$ cat src/rtl/divcfg_pkg.sv
package divcfg_pkg;
   // ****************************************
   // word layout
   // ****************************************
   localparam int WORD_W      = 32;             // shifted word width
   localparam int SEL_W       = 3;              // latch index width
   localparam int NUM_LATCH   = 8;              // number of latches
   localparam int INT_W       = 12;             // integer divide width
   localparam int FRAC_W      = 25;             // fraction width
   localparam int FRAC_LO_W   = 13;             // fraction lsb part
   localparam int FRAC_HI_W   = 12;             // fraction msb part
   localparam int RCNT_W      = 5;              // reference counter width
   localparam int OBS_W       = 4;              // observation select width
   localparam int CUR_W       = 4;              // pump current width
   // latch zero fields
   localparam int L0_FRAC_HI_LSB = 3;
   localparam int L0_INT_LSB     = 15;
   localparam int L0_OBS_LSB     = 27;
   // latch one fields
   localparam int L1_FRAC_LO_LSB = 15;
   // latch two fields
   localparam int L2_RCNT_LSB    = 15;
   localparam int L2_DBL_BIT     = 20;
   localparam int L2_HALF_BIT    = 21;
   localparam int L2_CUR_LSB     = 24;
   // latch indices
   localparam logic [2:0] LATCH_ZERO = 3'h0;
   localparam logic [2:0] LATCH_ONE  = 3'h1;
   localparam logic [2:0] LATCH_TWO  = 3'h2;
   // integer divide limits
   localparam logic [11:0] INT_MIN   = 12'h017;  // 23
   localparam logic [11:0] INT_MAX   = 12'hfff;  // 4095
   // observation select codes
   localparam logic [3:0] OBS_LOW    = 4'h0;
   localparam logic [3:0] OBS_HIGH   = 4'h1;
   localparam logic [3:0] OBS_REFDIV = 4'h2;
   localparam logic [3:0] OBS_FBDIV  = 4'h3;
   localparam logic [3:0] OBS_READY  = 4'h4;
   // host timing: serial clock half period in system clocks
   localparam int HALF_NS     = 20;
   localparam int CLK_NS      = 10;
   localparam int HALF_CYC    = (HALF_NS + CLK_NS - 1) / CLK_NS;
   localparam int BITCNT_W    = 6;
endpackage

$ cat src/rtl/divcfg_if.sv
`timescale 1ns/1ps
`default_nettype none
interface divcfg_if;
   logic sclk;          // serial clock
   logic sdata;         // serial data
   logic load_strobe;   // load strobe
   logic chip_en;       // chip enable
   modport host   (output sclk, output sdata, output load_strobe, output chip_en);
   modport device (input  sclk, input  sdata, input  load_strobe, input  chip_en);
endinterface
`default_nettype wire

$ cat src/rtl/divcfg_device.sv
// Function
// shift one bit per clock rise, msb first
// strobe rise copies word into one latch
// low three bits pick the latch
// buffered fields go active on latch zero write
// fraction lsbs latch one, msbs latch zero
// latch one before zero; change after zero
// integer divide 12 bits, 23 to 4095
// division is integer plus fraction over 2^25
// reference counter 5 bits, ratio 1..32
// reference rate uses doubler and halver
// four-bit field picks observation output
// chip enable low powers down, pump off
// latches change only on strobe rise
`timescale 1ns/1ps
`default_nettype none
module divcfg_device
   import divcfg_pkg::*;
(
   // clock and reset
   input  wire logic                         clock_i,
   input  wire logic                         srst_i,
   // serial link
   divcfg_if.device                          link,
   // configuration outputs
   output logic [divcfg_pkg::INT_W-1:0]      int_div_o,
   output logic [divcfg_pkg::FRAC_W-1:0]     frac_o,
   output logic [divcfg_pkg::RCNT_W-1:0]     ref_count_o,
   output logic [5:0]                        ref_ratio_o,
   output logic                              doubler_o,
   output logic                              reference_halver_bit_o,
   output logic [divcfg_pkg::CUR_W-1:0]      pump_current_o,
   output logic [divcfg_pkg::OBS_W-1:0]      obs_select_o,
   output logic                              int_valid_o,
   output logic                              freq_update_o,
   output logic                              powered_down_o,
   output logic                              pump_enable_o,
   output logic                              observation_output_pin_o,
   // monitoring of latches
   output logic [divcfg_pkg::WORD_W-1:0]     latch_o [divcfg_pkg::NUM_LATCH],
   // internal points for the observation mux
   input  wire logic                         ref_div_clk_i,
   input  wire logic                         fb_div_clk_i
);
   import divcfg_pkg::*;

   // ****************************************
   // elaboration checks
   // ****************************************
   // the latch index must reach every latch and no more
   if ((1 << SEL_W) != NUM_LATCH)
   begin : g_bad_sel
      $error("latch index width does not fit the latch count");
   end
   // the two fraction parts must make up the whole numerator
   if (FRAC_LO_W + FRAC_HI_W != FRAC_W)
   begin : g_bad_frac
      $error("fraction parts do not add up to the numerator");
   end
   // the observation and pump current fields must sit inside one shifted word
   if ((L0_OBS_LSB + OBS_W > WORD_W) || (L2_CUR_LSB + CUR_W > WORD_W))
   begin : g_bad_field
      $error("latch field runs past the end of the word");
   end

   // ****************************************
   // state
   // ****************************************
   // the whole block state is one record, so one register process
   // holds it and a reset clears all of it on the same edge
   typedef struct packed {
      // previous link levels, for rising edge detection
      logic                      sclk_prev;   // serial clock last cycle
      logic                      strobe_prev; // strobe last cycle
      // serial input and the eight raw latches
      logic [WORD_W-1:0]         shift;       // input shift register
      logic [NUM_LATCH-1:0][WORD_W-1:0] latch; // eight latches
      // double-buffered values in use, moved only on a latch zero load
      logic [FRAC_LO_W-1:0]      act_frac_lo; // active fraction lsbs
      logic [RCNT_W-1:0]         act_rcnt;    // active reference code
      logic                      act_dbl;     // active doubler
      logic                      act_half;    // active halver
      logic [CUR_W-1:0]          act_cur;     // active pump current
      // frequency change marker
      logic                      upd;         // one-cycle change pulse
   } state_t;

   // register and its next value
   state_t s_q;   // registered state
   state_t s_d;   // next state

   // ****************************************
   // latch index
   // ****************************************
   // the index sits in the lowest bits of the finished word
   // three bits reach all eight latches, so no index is refused
   logic [SEL_W-1:0] sel;   // latch index from shifted word
   assign sel = s_q.shift[SEL_W-1:0];

   // ****************************************
   // next state
   // ****************************************
   // edge detect, shift and load in one pass; the link runs slow
   // against clock_i, so each link edge is seen on exactly one clock
   // limitation: a strobe rise on the same clock as a serial clock
   // rise loads the word before that bit has landed
   always_comb
   begin
      // hold everything by default, pulses low
      s_d             = s_q;
      s_d.upd         = 1'b0;
      s_d.sclk_prev   = link.sclk;
      s_d.strobe_prev = link.load_strobe;
      // shift on serial clock rise, new bit enters lsb so msb leads
      if (link.sclk && !s_q.sclk_prev)
      begin
         s_d.shift = {s_q.shift[WORD_W-2:0], link.sdata};
      end
      // only a strobe rise touches latches; edge timing set by the host
      if (link.load_strobe && !s_q.strobe_prev)
      begin
         // the whole word goes in, index bits included
         s_d.latch[sel] = s_q.shift;
         // writes to other latches leave the active set alone
         if (sel == LATCH_ZERO)
         begin
            // buffered copies follow latch one and two only here
            s_d.act_frac_lo = s_q.latch[LATCH_ONE][L1_FRAC_LO_LSB +: FRAC_LO_W];
            s_d.act_rcnt    = s_q.latch[LATCH_TWO][L2_RCNT_LSB +: RCNT_W];
            s_d.act_dbl     = s_q.latch[LATCH_TWO][L2_DBL_BIT];
            s_d.act_half    = s_q.latch[LATCH_TWO][L2_HALF_BIT];
            s_d.act_cur     = s_q.latch[LATCH_TWO][L2_CUR_LSB +: CUR_W];
            s_d.upd         = 1'b1;
         end
      end
   end

   // ****************************************
   // registers
   // ****************************************
   // one register for the whole record, cleared by the synchronous reset
   // a reset in mid-word drops the partial word; the host must resend
   always_ff @(posedge clock_i)
   begin
      if (srst_i)
      begin
         s_q <= '0;
      end
      else
      begin
         s_q <= s_d;
      end
   end

   // ****************************************
   // outputs
   // ****************************************
   // all data outputs but power-down, pump enable and the observation pin are decoded from registered state
   // integer divide straight from latch zero
   assign int_div_o   = s_q.latch[LATCH_ZERO][L0_INT_LSB +: INT_W];
   // fraction numerator 0..2^25-1 over fixed modulus
   assign frac_o      = {s_q.latch[LATCH_ZERO][L0_FRAC_HI_LSB +: FRAC_HI_W],
                         s_q.act_frac_lo};
   // active reference code as stored
   assign ref_count_o = s_q.act_rcnt;
   // code zero means a ratio of 32
   assign ref_ratio_o = (s_q.act_rcnt == '0) ? 6'(1 << RCNT_W) : {1'b0, s_q.act_rcnt};
   // rate is (1 + doubler) over (ratio times (1 + halver))
   assign doubler_o   = s_q.act_dbl;
   assign reference_halver_bit_o = s_q.act_half;
   // pump current is a buffered setting as well
   assign pump_current_o = s_q.act_cur;
   // observation select is not buffered and acts at once
   assign obs_select_o   = s_q.latch[LATCH_ZERO][L0_OBS_LSB +: OBS_W];
   // out-of-range integer flagged, not corrected
   assign int_valid_o    = (int_div_o >= INT_MIN) && (int_div_o <= INT_MAX);
   // change pulse is high for one clock, from the same edge as the latch zero load
   assign freq_update_o  = s_q.upd;
   // power-down is a plain level taken from the enable line
   assign powered_down_o = !link.chip_en;
   assign pump_enable_o  = link.chip_en;

   // raw latch contents for monitoring, one lane per latch
   genvar g;
   for (g = 0; g < NUM_LATCH; g++)
   begin : g_mon
      assign latch_o[g] = s_q.latch[g];
   end

   // ****************************************
   // observation output
   // ****************************************
   // combinational, so the divided clocks pass without a cycle of delay
   // powering down does not silence the pin; only the pump is released
   // only the low codes are decoded; the rest are spare
   always_comb
   begin
      case (obs_select_o)
         OBS_LOW:    observation_output_pin_o = 1'b0;
         OBS_HIGH:   observation_output_pin_o = 1'b1;
         OBS_REFDIV: observation_output_pin_o = ref_div_clk_i;
         OBS_FBDIV:  observation_output_pin_o = fb_div_clk_i;
         OBS_READY:  observation_output_pin_o = int_valid_o;
         default:    observation_output_pin_o = 1'b0; // spare codes read low
      endcase
   end
endmodule
`default_nettype wire

$ cat src/flat_wrapper.sv
// flat-port wrapper written by rule: the top's interface ports become plain ports
module divcfg_device_flat import divcfg_pkg::*;
  (clock_i, srst_i, int_div_o, frac_o, ref_count_o, ref_ratio_o, doubler_o, reference_halver_bit_o, pump_current_o, obs_select_o, int_valid_o, freq_update_o, powered_down_o, pump_enable_o, observation_output_pin_o, latch_o, ref_div_clk_i, fb_div_clk_i, link_sclk, link_sdata, link_load_strobe, link_chip_en);
  divcfg_if link_i ();
  input  wire logic clock_i;
  input  wire logic srst_i;
  output logic [divcfg_pkg::INT_W-1:0] int_div_o;
  output logic [divcfg_pkg::FRAC_W-1:0] frac_o;
  output logic [divcfg_pkg::RCNT_W-1:0] ref_count_o;
  output logic [5:0] ref_ratio_o;
  output logic doubler_o;
  output logic reference_halver_bit_o;
  output logic [divcfg_pkg::CUR_W-1:0] pump_current_o;
  output logic [divcfg_pkg::OBS_W-1:0] obs_select_o;
  output logic int_valid_o;
  output logic freq_update_o;
  output logic powered_down_o;
  output logic pump_enable_o;
  output logic observation_output_pin_o;
  output logic [divcfg_pkg::WORD_W-1:0] latch_o[divcfg_pkg::NUM_LATCH];
  input  wire logic ref_div_clk_i;
  input  wire logic fb_div_clk_i;
  input wire logic [$bits(link_i.sclk)-1:0] link_sclk;
  input wire logic [$bits(link_i.sdata)-1:0] link_sdata;
  input wire logic [$bits(link_i.load_strobe)-1:0] link_load_strobe;
  input wire logic [$bits(link_i.chip_en)-1:0] link_chip_en;
  assign link_i.sclk = link_sclk;
  assign link_i.sdata = link_sdata;
  assign link_i.load_strobe = link_load_strobe;
  assign link_i.chip_en = link_chip_en;
  divcfg_device u_core (.clock_i(clock_i), .srst_i(srst_i), .link(link_i), .int_div_o(int_div_o), .frac_o(frac_o), .ref_count_o(ref_count_o), .ref_ratio_o(ref_ratio_o), .doubler_o(doubler_o), .reference_halver_bit_o(reference_halver_bit_o), .pump_current_o(pump_current_o), .obs_select_o(obs_select_o), .int_valid_o(int_valid_o), .freq_update_o(freq_update_o), .powered_down_o(powered_down_o), .pump_enable_o(pump_enable_o), .observation_output_pin_o(observation_output_pin_o), .latch_o(latch_o), .ref_div_clk_i(ref_div_clk_i), .fb_div_clk_i(fb_div_clk_i));
endmodule
$ cat config.mk
export PLATFORM = sky130hd
export DESIGN_NAME = divcfg_device_flat
export DESIGN_NICKNAME = d
export VERILOG_FILES = /design/src/rtl/divcfg_pkg.sv /design/src/rtl/divcfg_if.sv /design/src/rtl/divcfg_device.sv /design/src/flat_wrapper.sv
export SDC_FILE = /design/constraint.sdc
export NUM_CORES = 1
export LEC_CHECK = 0
export ABC_CLOCK_PERIOD_IN_PS = 2100
export CAP_MARGIN = 20
export CORE_UTILIZATION = 50
export CTS_CLUSTER_SIZE = 10
export DETAILED_ROUTE_END_ITERATION = 8
export DONT_BUFFER_PORTS = 1
export SYNTH_ARGS = -nofsm -noshare
export SYNTH_HDL_FRONTEND = slang
export SYNTH_SLANG_ARGS = --single-unit
$ cat constraint.sdc
create_clock -name clock_i -period 2.1 [get_ports clock_i]
set_input_delay 0.105 -clock clock_i [delete_from_list [all_inputs] [get_ports clock_i]]
set_output_delay 0.105 -clock clock_i [all_outputs]
set_load 0.02 [all_outputs]
# == Word level (Yosys, flattened, before mapping) ==
# Index checks and enable logic that the tools add are counted.
# word_totals
output_inout_bits,319
in_bits,8
reg_bits,315
wordCells,43
# classes
bitwise_logic,1
n_mux,6
n_eq_ne,4
magnitude_cmp,4
n_reduce_logical,11
# op_table
cell,count
$bwmux W256,1
$demux W32 S3,1
$mux W32,1
$ge A12 B5 Y1 const B,1
$le A12 B12 Y1 const B,1
$eq A4 B2 Y1 const B,2
$mux W6,1
$logic_not A5 Y1,1
$eq A4 B1 Y1 const B,1
$eq A4 B3 Y1 const B,1
$logic_and A1 B1 Y1,4
$lt A3 B4 Y1 const B,1
$pmux W1 S4,1
$ge A3 B1 Y1 const B,1
$logic_not A1 Y1,3
$logic_not A3 Y1,1
$reduce_and A2 Y1,1
$reduce_or A2 Y1,1
$mux W1,1
$not A1 Y1,1

# == Logic depth before layout (Yosys ltp) ==
# Gate-level depths: netlist (run 1).
# logic_depth
word_depth,5
depth_mapped,6
ltp_nobuf,3

# == Worst setup path after synthesis (run 1) ==
# No wires, ideal clock.
# synth_timing
kind,register to register
start,reg u_core.s_q[283] in the netlist's numbering
end,"reg u_core.s_q, in the netlist u_core.latch_o[203]"
period_less_slack_ns,1.420
t_required_ns,1.968
setup_ns,0.132
path_slack_ns,0.680
n_path_buf,3
stages_incl_launch_ff,7
arrival_time_ns,1.287
path_cell_list,dfxtp_1 or3b_1 buf_2 buf_6 buf_6 o21ai_2 a21oi_1
# synth_via
elab_chain_len,5
elab_cells_between_ends,6
cone_classes,order compare (2); mux (3); reduce/logical (1)
# synth_lines
item,line,source
from (decl),divcfg_device.sv:89,state_t s_q;
from (signal assigned),divcfg_device.sv:147,s_q <= '0;
from (signal assigned),divcfg_device.sv:151,s_q <= s_d;
$lt A3 B4 Y1 (not written as such) or $ge A3 B1 Y1 (tied branches),divcfg_device.sv:123,s_d.latch[sel] = s_q.shift;
$logic_and A1 B1 Y1 (not written as such),divcfg_device.sv:123,
$mux W32 (not written as such),divcfg_device.sv:123,
$demux W32 S3 *,-,
$bwmux W256 *,divcfg_device.sv:123,
# Every way passes the cells marked *; elsewhere a longest branch is shown, timed or not.
# A chain may end at the register's enable or synchronous reset.

# == Worst setup path in the final report (run 1) ==
# layout_timing
start,reg u_core.s_q[283] in the netlist's numbering
end,"reg u_core.s_q, in the netlist u_core.latch_o[148]"
# Same word-level chain as after synthesis.

==> results of run 1 <==
-- cell families (layout without fill, tap and decap cells) --
kind of cell    count (synthesis)  count (layout)  share of synthesized area
simple gates                  374             375                     0.1293
buf+inv                       502             244                     0.2244
compound gates                562             562                     0.2014
flops                         315             315                     0.4448
-- worst paths after layout --
kind | to | slack (ns) | cells after the start
max | u_core.latch_o[148]$_SDFFE_PP0P_ | 0.02 | 5
min | u_core.int_div_o[4]$_SDFFE_PP0P_ | -0.26 | 1
max reg2reg | u_core.latch_o[148]$_SDFFE_PP0P_ | 0.02 | 5
min reg2reg | u_core.int_div_o[4]$_SDFFE_PP0P_ | 0.47 | 2
-- sequential cells by signal, summed over array words and instances (netlist names) --
| name | flops |
|---|---|
| u_core.doubler_o | 1 |
| u_core.pump_current_o | 4 |
| u_core.freq_update_o | 1 |
| u_core.reference_halver_bit_o | 1 |
| u_core.int_div_o | 12 |
| u_core.latch_o | 232 |
| u_core.frac_o | 25 |
| u_core.ref_count_o | 5 |
| u_core.s_q | 34 |
-- area by class of cell --
cell class / instances / area, µm²
clock buffers: 47 / 1059
clock inverters: 2 / 12.51
fillers: 2608 / 13180
inverters: 2 / 7.507
multi-input cells: 937 / 4782
flip-flops and latches: 315 / 6315
well taps: 378 / 473.0
repair buffers: 193 / 2033
-- where the power goes --
part / internal, W / switching, W
Combinational: 0.0000929 / 0.000329
Clock: 0.00349 / 0.00240
Sequential: 0.00599 / 0.0000136
Total: 0.00957 / 0.00274
-- layout by cell type (no fill, tap or decap), types with 2 or more instances in the layout --
cell and n:
dfxtp_1 308, a21oi_1 304, nand3_1 256, o21ai_0 179, dlygate4sd3_1 140, nand2_1 66, o21ai_1 62, clkbuf_16 44
buf_4 36, nor2_1 18, o21ai_2 14, buf_12 11, nor3b_1 9, dfxtp_2 7, clkbuf_1 5, nand2b_1 4
nand4_1 2, nor3_1 2, inv_1 2, nor2b_4 2, nand2b_2 2, nor2b_1 2, buf_16 2
-- per-layer routing --
metal,global-route usage,part of all wire
met2,0.4376,0.45
met4,0.1007,0.029
met1,0.3909,0.42
met3,0.08326,0.098
met5,0,0.00026
-- what timing repair did --
action / CTS / global route
endpoints found under the setup margin: 1 / 64
buffers inserted: 0 / 2
gates cloned: 0 / 4
resized for setup: 3 / 15
hold buffers: 107 / 33
pin swaps: 1 / 5
endpoints found under the hold margin: 315 / 208
-- cells in the mapped netlist (all sizes together) --
master  count
buf       375
dfxtp     315
a21oi     304
nand3     256
o21ai     256
clkbuf    125
nand2      66
nor2       19
nor3b      10
nand2b      6
nor2b       5
inv         2
nand4       2
nor3        2
a22o        1
a31oi       1
and2        1
and3b       1
nand3b      1
nor4        1
nor4b       1
or2         1
or3b        1
or4         1
-- per-stage QoR --
stage | setup TNS [ns] | instances | instance area, µm² | utilization
2_1_floorplan | 0 | 1753 | 14180 | -
3_3_place_gp | 0 | 1679 | 12050 | 0.4324
3_5_place_dp | 0 | 1679 | 12050 | 0.4324
4_1_cts | 0 | 1835 | 14190 | 0.5095
5_1_grt | -0.1051 | 1874 | 14680 | 0.5270
6_report | 0 | 1874 | 14680 | 0.5270
-- worst max-delay path, delay by kind of cell (launching register included) --
family | cells | cell delay, ns
buf+inv | 2 | 0.83
simple gates | 1 | 0.42
flops | 1 | 0.39
compound gates | 2 | 0.30
==> results.ini, run 1 <==
[setup_path]
critPathArrivalTime_ns = 2.48
crit_slowest_cell = dlygate4sd3_1
required_ns = 2.50
crit_path_cell_trace = or3b_4, buf_16, o21ai_0, a21oi_1, dlygate4sd3_1
path_max_fanout = 72
slowest_delay_ns = 0.59
crit_type = reg2reg
crit_path_start = u_core.s_q[283]$_SDFFE_PP0P_
end_kind = flop
r2r-start = u_core.s_q[283]$_SDFFE_PP0P_
start_kind = flop

[min_path]
hold_class = in2reg
min_from = srst_i

[synthesis]
synth_top_area_frac = 0.4448
ys_types = 31
synth_area_um2 = 14180
synth_area_leader_cell = dfxtp_1
synthTopCellsByArea = dfxtp_1, buf_4, a21oi_1
syn_area_per_cell_um2 = 8.087
ys_seq_elements = 315
syn_nets = 1761
yosysWarnings = 0
yosysSeqAreaShare = 0.4448
netlist_instances = 1753

[floorplanning]
rows = 61
initial_utilization = 0.5089
die_w_um = 170.4
die_height_um = 170.4
io_pins = 327
die-area_um2 = 29030
core-area_um2 = 27860

[cts]
cts_tree = yes
clk_latency_ns = 0.52
ctsLongestPathBuffers = 3
root_buffer = clkbuf_16
cts.clk_slew.worst_paths_ns = 0.06
htreeDepth = 2
numCtsBuffers = 38
cts_sinks = 315

[timing]
fin_crit_sh = 0.9916
timing.hold.ws_ns = -0.2579
finalMaxSlewViolations = 0
fmax_mhz = 480.2
clock_skew_ns = 0.01394
tightest_slew_ns = 0.9424
slew_headroom = 0.3709
min_period_ns = 2.082
timing.final.ws_setup_ns = 0.01766
hold_viol_final = 56
setup_violations = 0

[status]
status = finished, violations left
violations = hold timing

[detailed_routing]
drc = 0
drt_pass1_iterations = 5
vias = 11250
wl_per_cell_um = 24.22
postRouteAntennaNets = 0
routed_wl_mm = 45.39
vias_per_cell = 6.005
drt_iter0_drc = 1477

[global_route]
grt_pass1_vias = 9957
grt-ovfl-total = 0
grt_max_degree = 316
antenna_found_initial = 1
grt_usage = 0.2892
grt_pass1_wl_mm = 63.39

[finish]
syn2layout_area_growth_pct = 3.566
antenna_cells = 0
drive_above_1_share = 0.08890
final_net_count = 1495

[placed_design]
detailed_place_hpwl_mm = 23.94
io_buffers = 0
post-place-ws_ns = 0.4614
gp_congestion = 0.7134

[pwr]
leakagePower_nw = 5.095
total_power_w = 0.01231
power_density_nw_per_um2 = 838.7
ir_worst_vdd_mv = 0.5545

[job]
maxCapViolCount = 0

Note: power is estimated with default switching activity, not from simulation.
==> run 2, diff against run 1 <==
==> constraint.sdc (replaced) <==
create_clock -name clock_i -period 2.1 [get_ports clock_i]
set_input_delay 0.105 -clock clock_i [delete_from_list [all_inputs] [get_ports clock_i]]
set_output_delay 0.105 -clock clock_i [all_outputs]
set_load 0.005 [all_outputs]
==> results.ini, run 2 (synthesis results as in run 1) <==
[status]
status = completed  ; was finished, violations left

[cts]
clk_latency_ns = 0.52  ; about the same
cts_sinks = 315  ; unchanged
numCtsBuffers = 38  ; unchanged
ctsLongestPathBuffers = 3  ; unchanged
cts.clk_slew.worst_paths_ns = 0.05  ; was 0.06 ns
htreeDepth = 2  ; unchanged
root_buffer = clkbuf_16  ; unchanged
cts_tree = yes  ; unchanged

[placed_design]
io_buffers = 0  ; unchanged
gp_congestion = 0.7337  ; was 0.7134
detailed_place_hpwl_mm = 24.30  ; was 23.94 mm

[setup_path]
crit_type = reg2reg  ; unchanged
slowest_delay_ns = 0.55  ; was 0.59 ns
path_buf_inv = 2  ; unchanged
end_kind = flop  ; unchanged
r2r_cells = 5  ; unchanged
path_max_fanout = 72  ; unchanged
cp_top_family = buffers and inverters  ; unchanged
crit_slowest_cell = dlygate4sd3_1  ; unchanged
critPathArrivalTime_ns = 2.47  ; was 2.48 ns
required_ns = 2.49  ; was 2.50 ns
r2r-start = u_core.s_q[313]$_SDFF_PP0_  ; was u_core.s_q[283]$_SDFFE_PP0P_
critical_path_depth = 5  ; unchanged
crit_path_cell_trace = or3b_4, buf_16, o21ai_1, a21oi_1, dlygate4sd3_1  ; was or3b_4, buf_16, o21ai_0, a21oi_1, dlygate4sd3_1
worst-r2r-setup-slack_ns = 0.02  ; about the same
r2r-end = u_core.latch_o[168]$_SDFFE_PP0P_  ; was u_core.latch_o[148]$_SDFFE_PP0P_
start_kind = flop  ; unchanged

[pwr]
leakagePower_nw = 5.499  ; was 5.095 nW
power_density_nw_per_um2 = 800.4  ; was 838.7 nW/µm²
ir_worst_vdd_mv = 0.4661  ; was 0.5545 mV
total_power_w = 0.01219  ; was 0.01231 W

[min_path]
hold_end = u_core.latch_o[130]$_SDFFE_PP0P_  ; was u_core.int_div_o[4]$_SDFFE_PP0P_
min_from = link_load_strobe  ; was srst_i
hold_depth = 3  ; was 1
hold_class = in2reg  ; unchanged

[global_route]
use_met3 = 0.08512  ; was 0.08326
grt_usage = 0.2964  ; was 0.2892
grt-ovfl-total = 0  ; unchanged
grt_max_degree = 316  ; unchanged
grt_pass1_wl_mm = 64.92  ; was 63.39 mm
top_usage_layer = met2  ; unchanged
antenna_found_initial = 0  ; was 1
grt_pass1_vias = 10290  ; was 9957
met2_usage = 0.4506  ; was 0.4376
grt_util_met1 = 0.4002  ; was 0.3909

[finish]
layout_common_cells = dfxtp_1, a21oi_1, nand3_1  ; unchanged
drive_above_1_share = 0.07727  ; was 0.08890
final_net_count = 1555  ; was 1495
syn2layout_area_growth_pct = 7.414  ; was 3.566%
final_common_cell = dfxtp_1  ; unchanged
register_area_um2 = 6310  ; was 6315 µm²
multi_input_area_um2 = 4758  ; was 4782 µm²
largest_reg_flops = 232  ; unchanged
n_fill_cell = 2577  ; was 2608

[timing]
hold_viol_final = 0  ; was 56
finalMaxSlewViolations = 0  ; unchanged
fin_crit_sh = 0.9904  ; was 0.9916
min_period_ns = 2.080  ; was 2.082 ns
fin_setup_tns_ns = 0  ; unchanged
clock_skew_ns = 0.01711  ; was 0.01394 ns
setup_violations = 0  ; unchanged
fmax_mhz = 480.8  ; was 480.2 MHz
slew_headroom = 0.3849  ; was 0.3709
tightest_slew_ns = 0.9214  ; was 0.9424 ns

[floorplanning]
core-area_um2 = 27860  ; unchanged
die_height_um = 170.4  ; unchanged
io_pins = 327  ; unchanged
initial_utilization = 0.5089  ; unchanged
die-area_um2 = 29030  ; unchanged
rows = 61  ; unchanged
die_w_um = 170.4  ; unchanged

[detailed_routing]
postRouteAntennaNets = 0  ; unchanged
vias_per_cell = 5.950  ; was 6.005
routed_wl_mm = 46.51  ; was 45.39 mm
drt_iter0_drc = 1530  ; was 1477
drc = 0  ; unchanged
wl_per_cell_um = 24.07  ; was 24.22 µm
drt_pass1_iterations = 5  ; unchanged
vias = 11500  ; was 11250

[job]
maxCapViolCount = 0  ; unchanged

[run 2: changes by cell type in the layout (fill, tap and decap cells not counted), moves of 2 or more]
cell           change
buf_12             -5
buf_16             +3
buf_4              -5
buf_6              +3
clkbuf_16          -2
dfxtp_1            +4
dfxtp_2            -4
dlygate4sd3_1     +65
inv_6              +2
[run 2: cell type report]
cell class	instances	share of cell area
timing repair buffer	254	0.1749
clock buffer	43	0.06508
inverter	2	0.0004930
tap	378	0.03106
multi-input combinational	936	0.3125
sequential	315	0.4144
antenna	1	0.0001643
clock inverter	3	0.001479
[run 2: power breakdown]
part	switching (W)	internal, W	total (W)
clock network	0.00242	0.00330	0.00572
logic	0.000369	0.000104	0.000473
registers	0.0000102	0.00599	0.00600
[run 2: metrics by stage]
step                setup WS, ns    util  instances  area (µm²)  hold slack (ns)
detailed placement        0.4118  0.4297       1674       11970           0.1992
global route            -0.02877  0.5465       1931       15220           0.1512
CTS                      0.01174  0.5229       1878       14570          -0.3339
floorplan                 0.6804       -       1753       14180           0.2332
global placement          0.5208  0.4297       1674       11970           0.1943
finish                   0.02012  0.5466       1932       15230           0.1387
[run 2: worst max-delay path by stage]
stage / slack [ns] / startpoint / end
6_report: 0.02 / u_core.s_q[313]$_SDFF_PP0_ / u_core.latch_o[168]$_SDFFE_PP0P_
3_5_place_dp: 0.41 / u_core.s_q[283]$_SDFFE_PP0P_ / u_core.latch_o[226]$_SDFFE_PP0P_
5_1_grt: -0.03 / u_core.s_q[313]$_SDFF_PP0_ / u_core.latch_o[168]$_SDFFE_PP0P_
4_1_cts: 0.01 / u_core.s_q[283]$_SDFFE_PP0P_ / u_core.latch_o[251]$_SDFFE_PP0P_
2_1_floorplan: 0.68 / u_core.s_q[283]$_SDFFE_PP0P_ / u_core.latch_o[203]$_SDFFE_PP0P_
3_3_place_gp: 0.52 / u_core.s_q[283]$_SDFFE_PP0P_ / u_core.latch_o[137]$_SDFFE_PP0P_
[run 2: worst reg2reg max path, cell delays in order (launching register included)]
cell	delay, ns
dfxtp_1	0.35
or3b_4	0.45
buf_16	0.20
o21ai_1	0.31
a21oi_1	0.09
dlygate4sd3_1	0.55
[run 2: routing by layer]
metal  share of wire  vias up
met3            0.10       94
met4           0.030        0
met2            0.46      574
li1                -     5247
met5               0        -
met1            0.41     5580
[run 2: repair_timing]
action,CTS,global route
gates resized for setup,0,16
buffers inserted,0,2
endpoints found under the hold margin,315,157
hold buffers,158,48
setup endpoints to repair,0,110
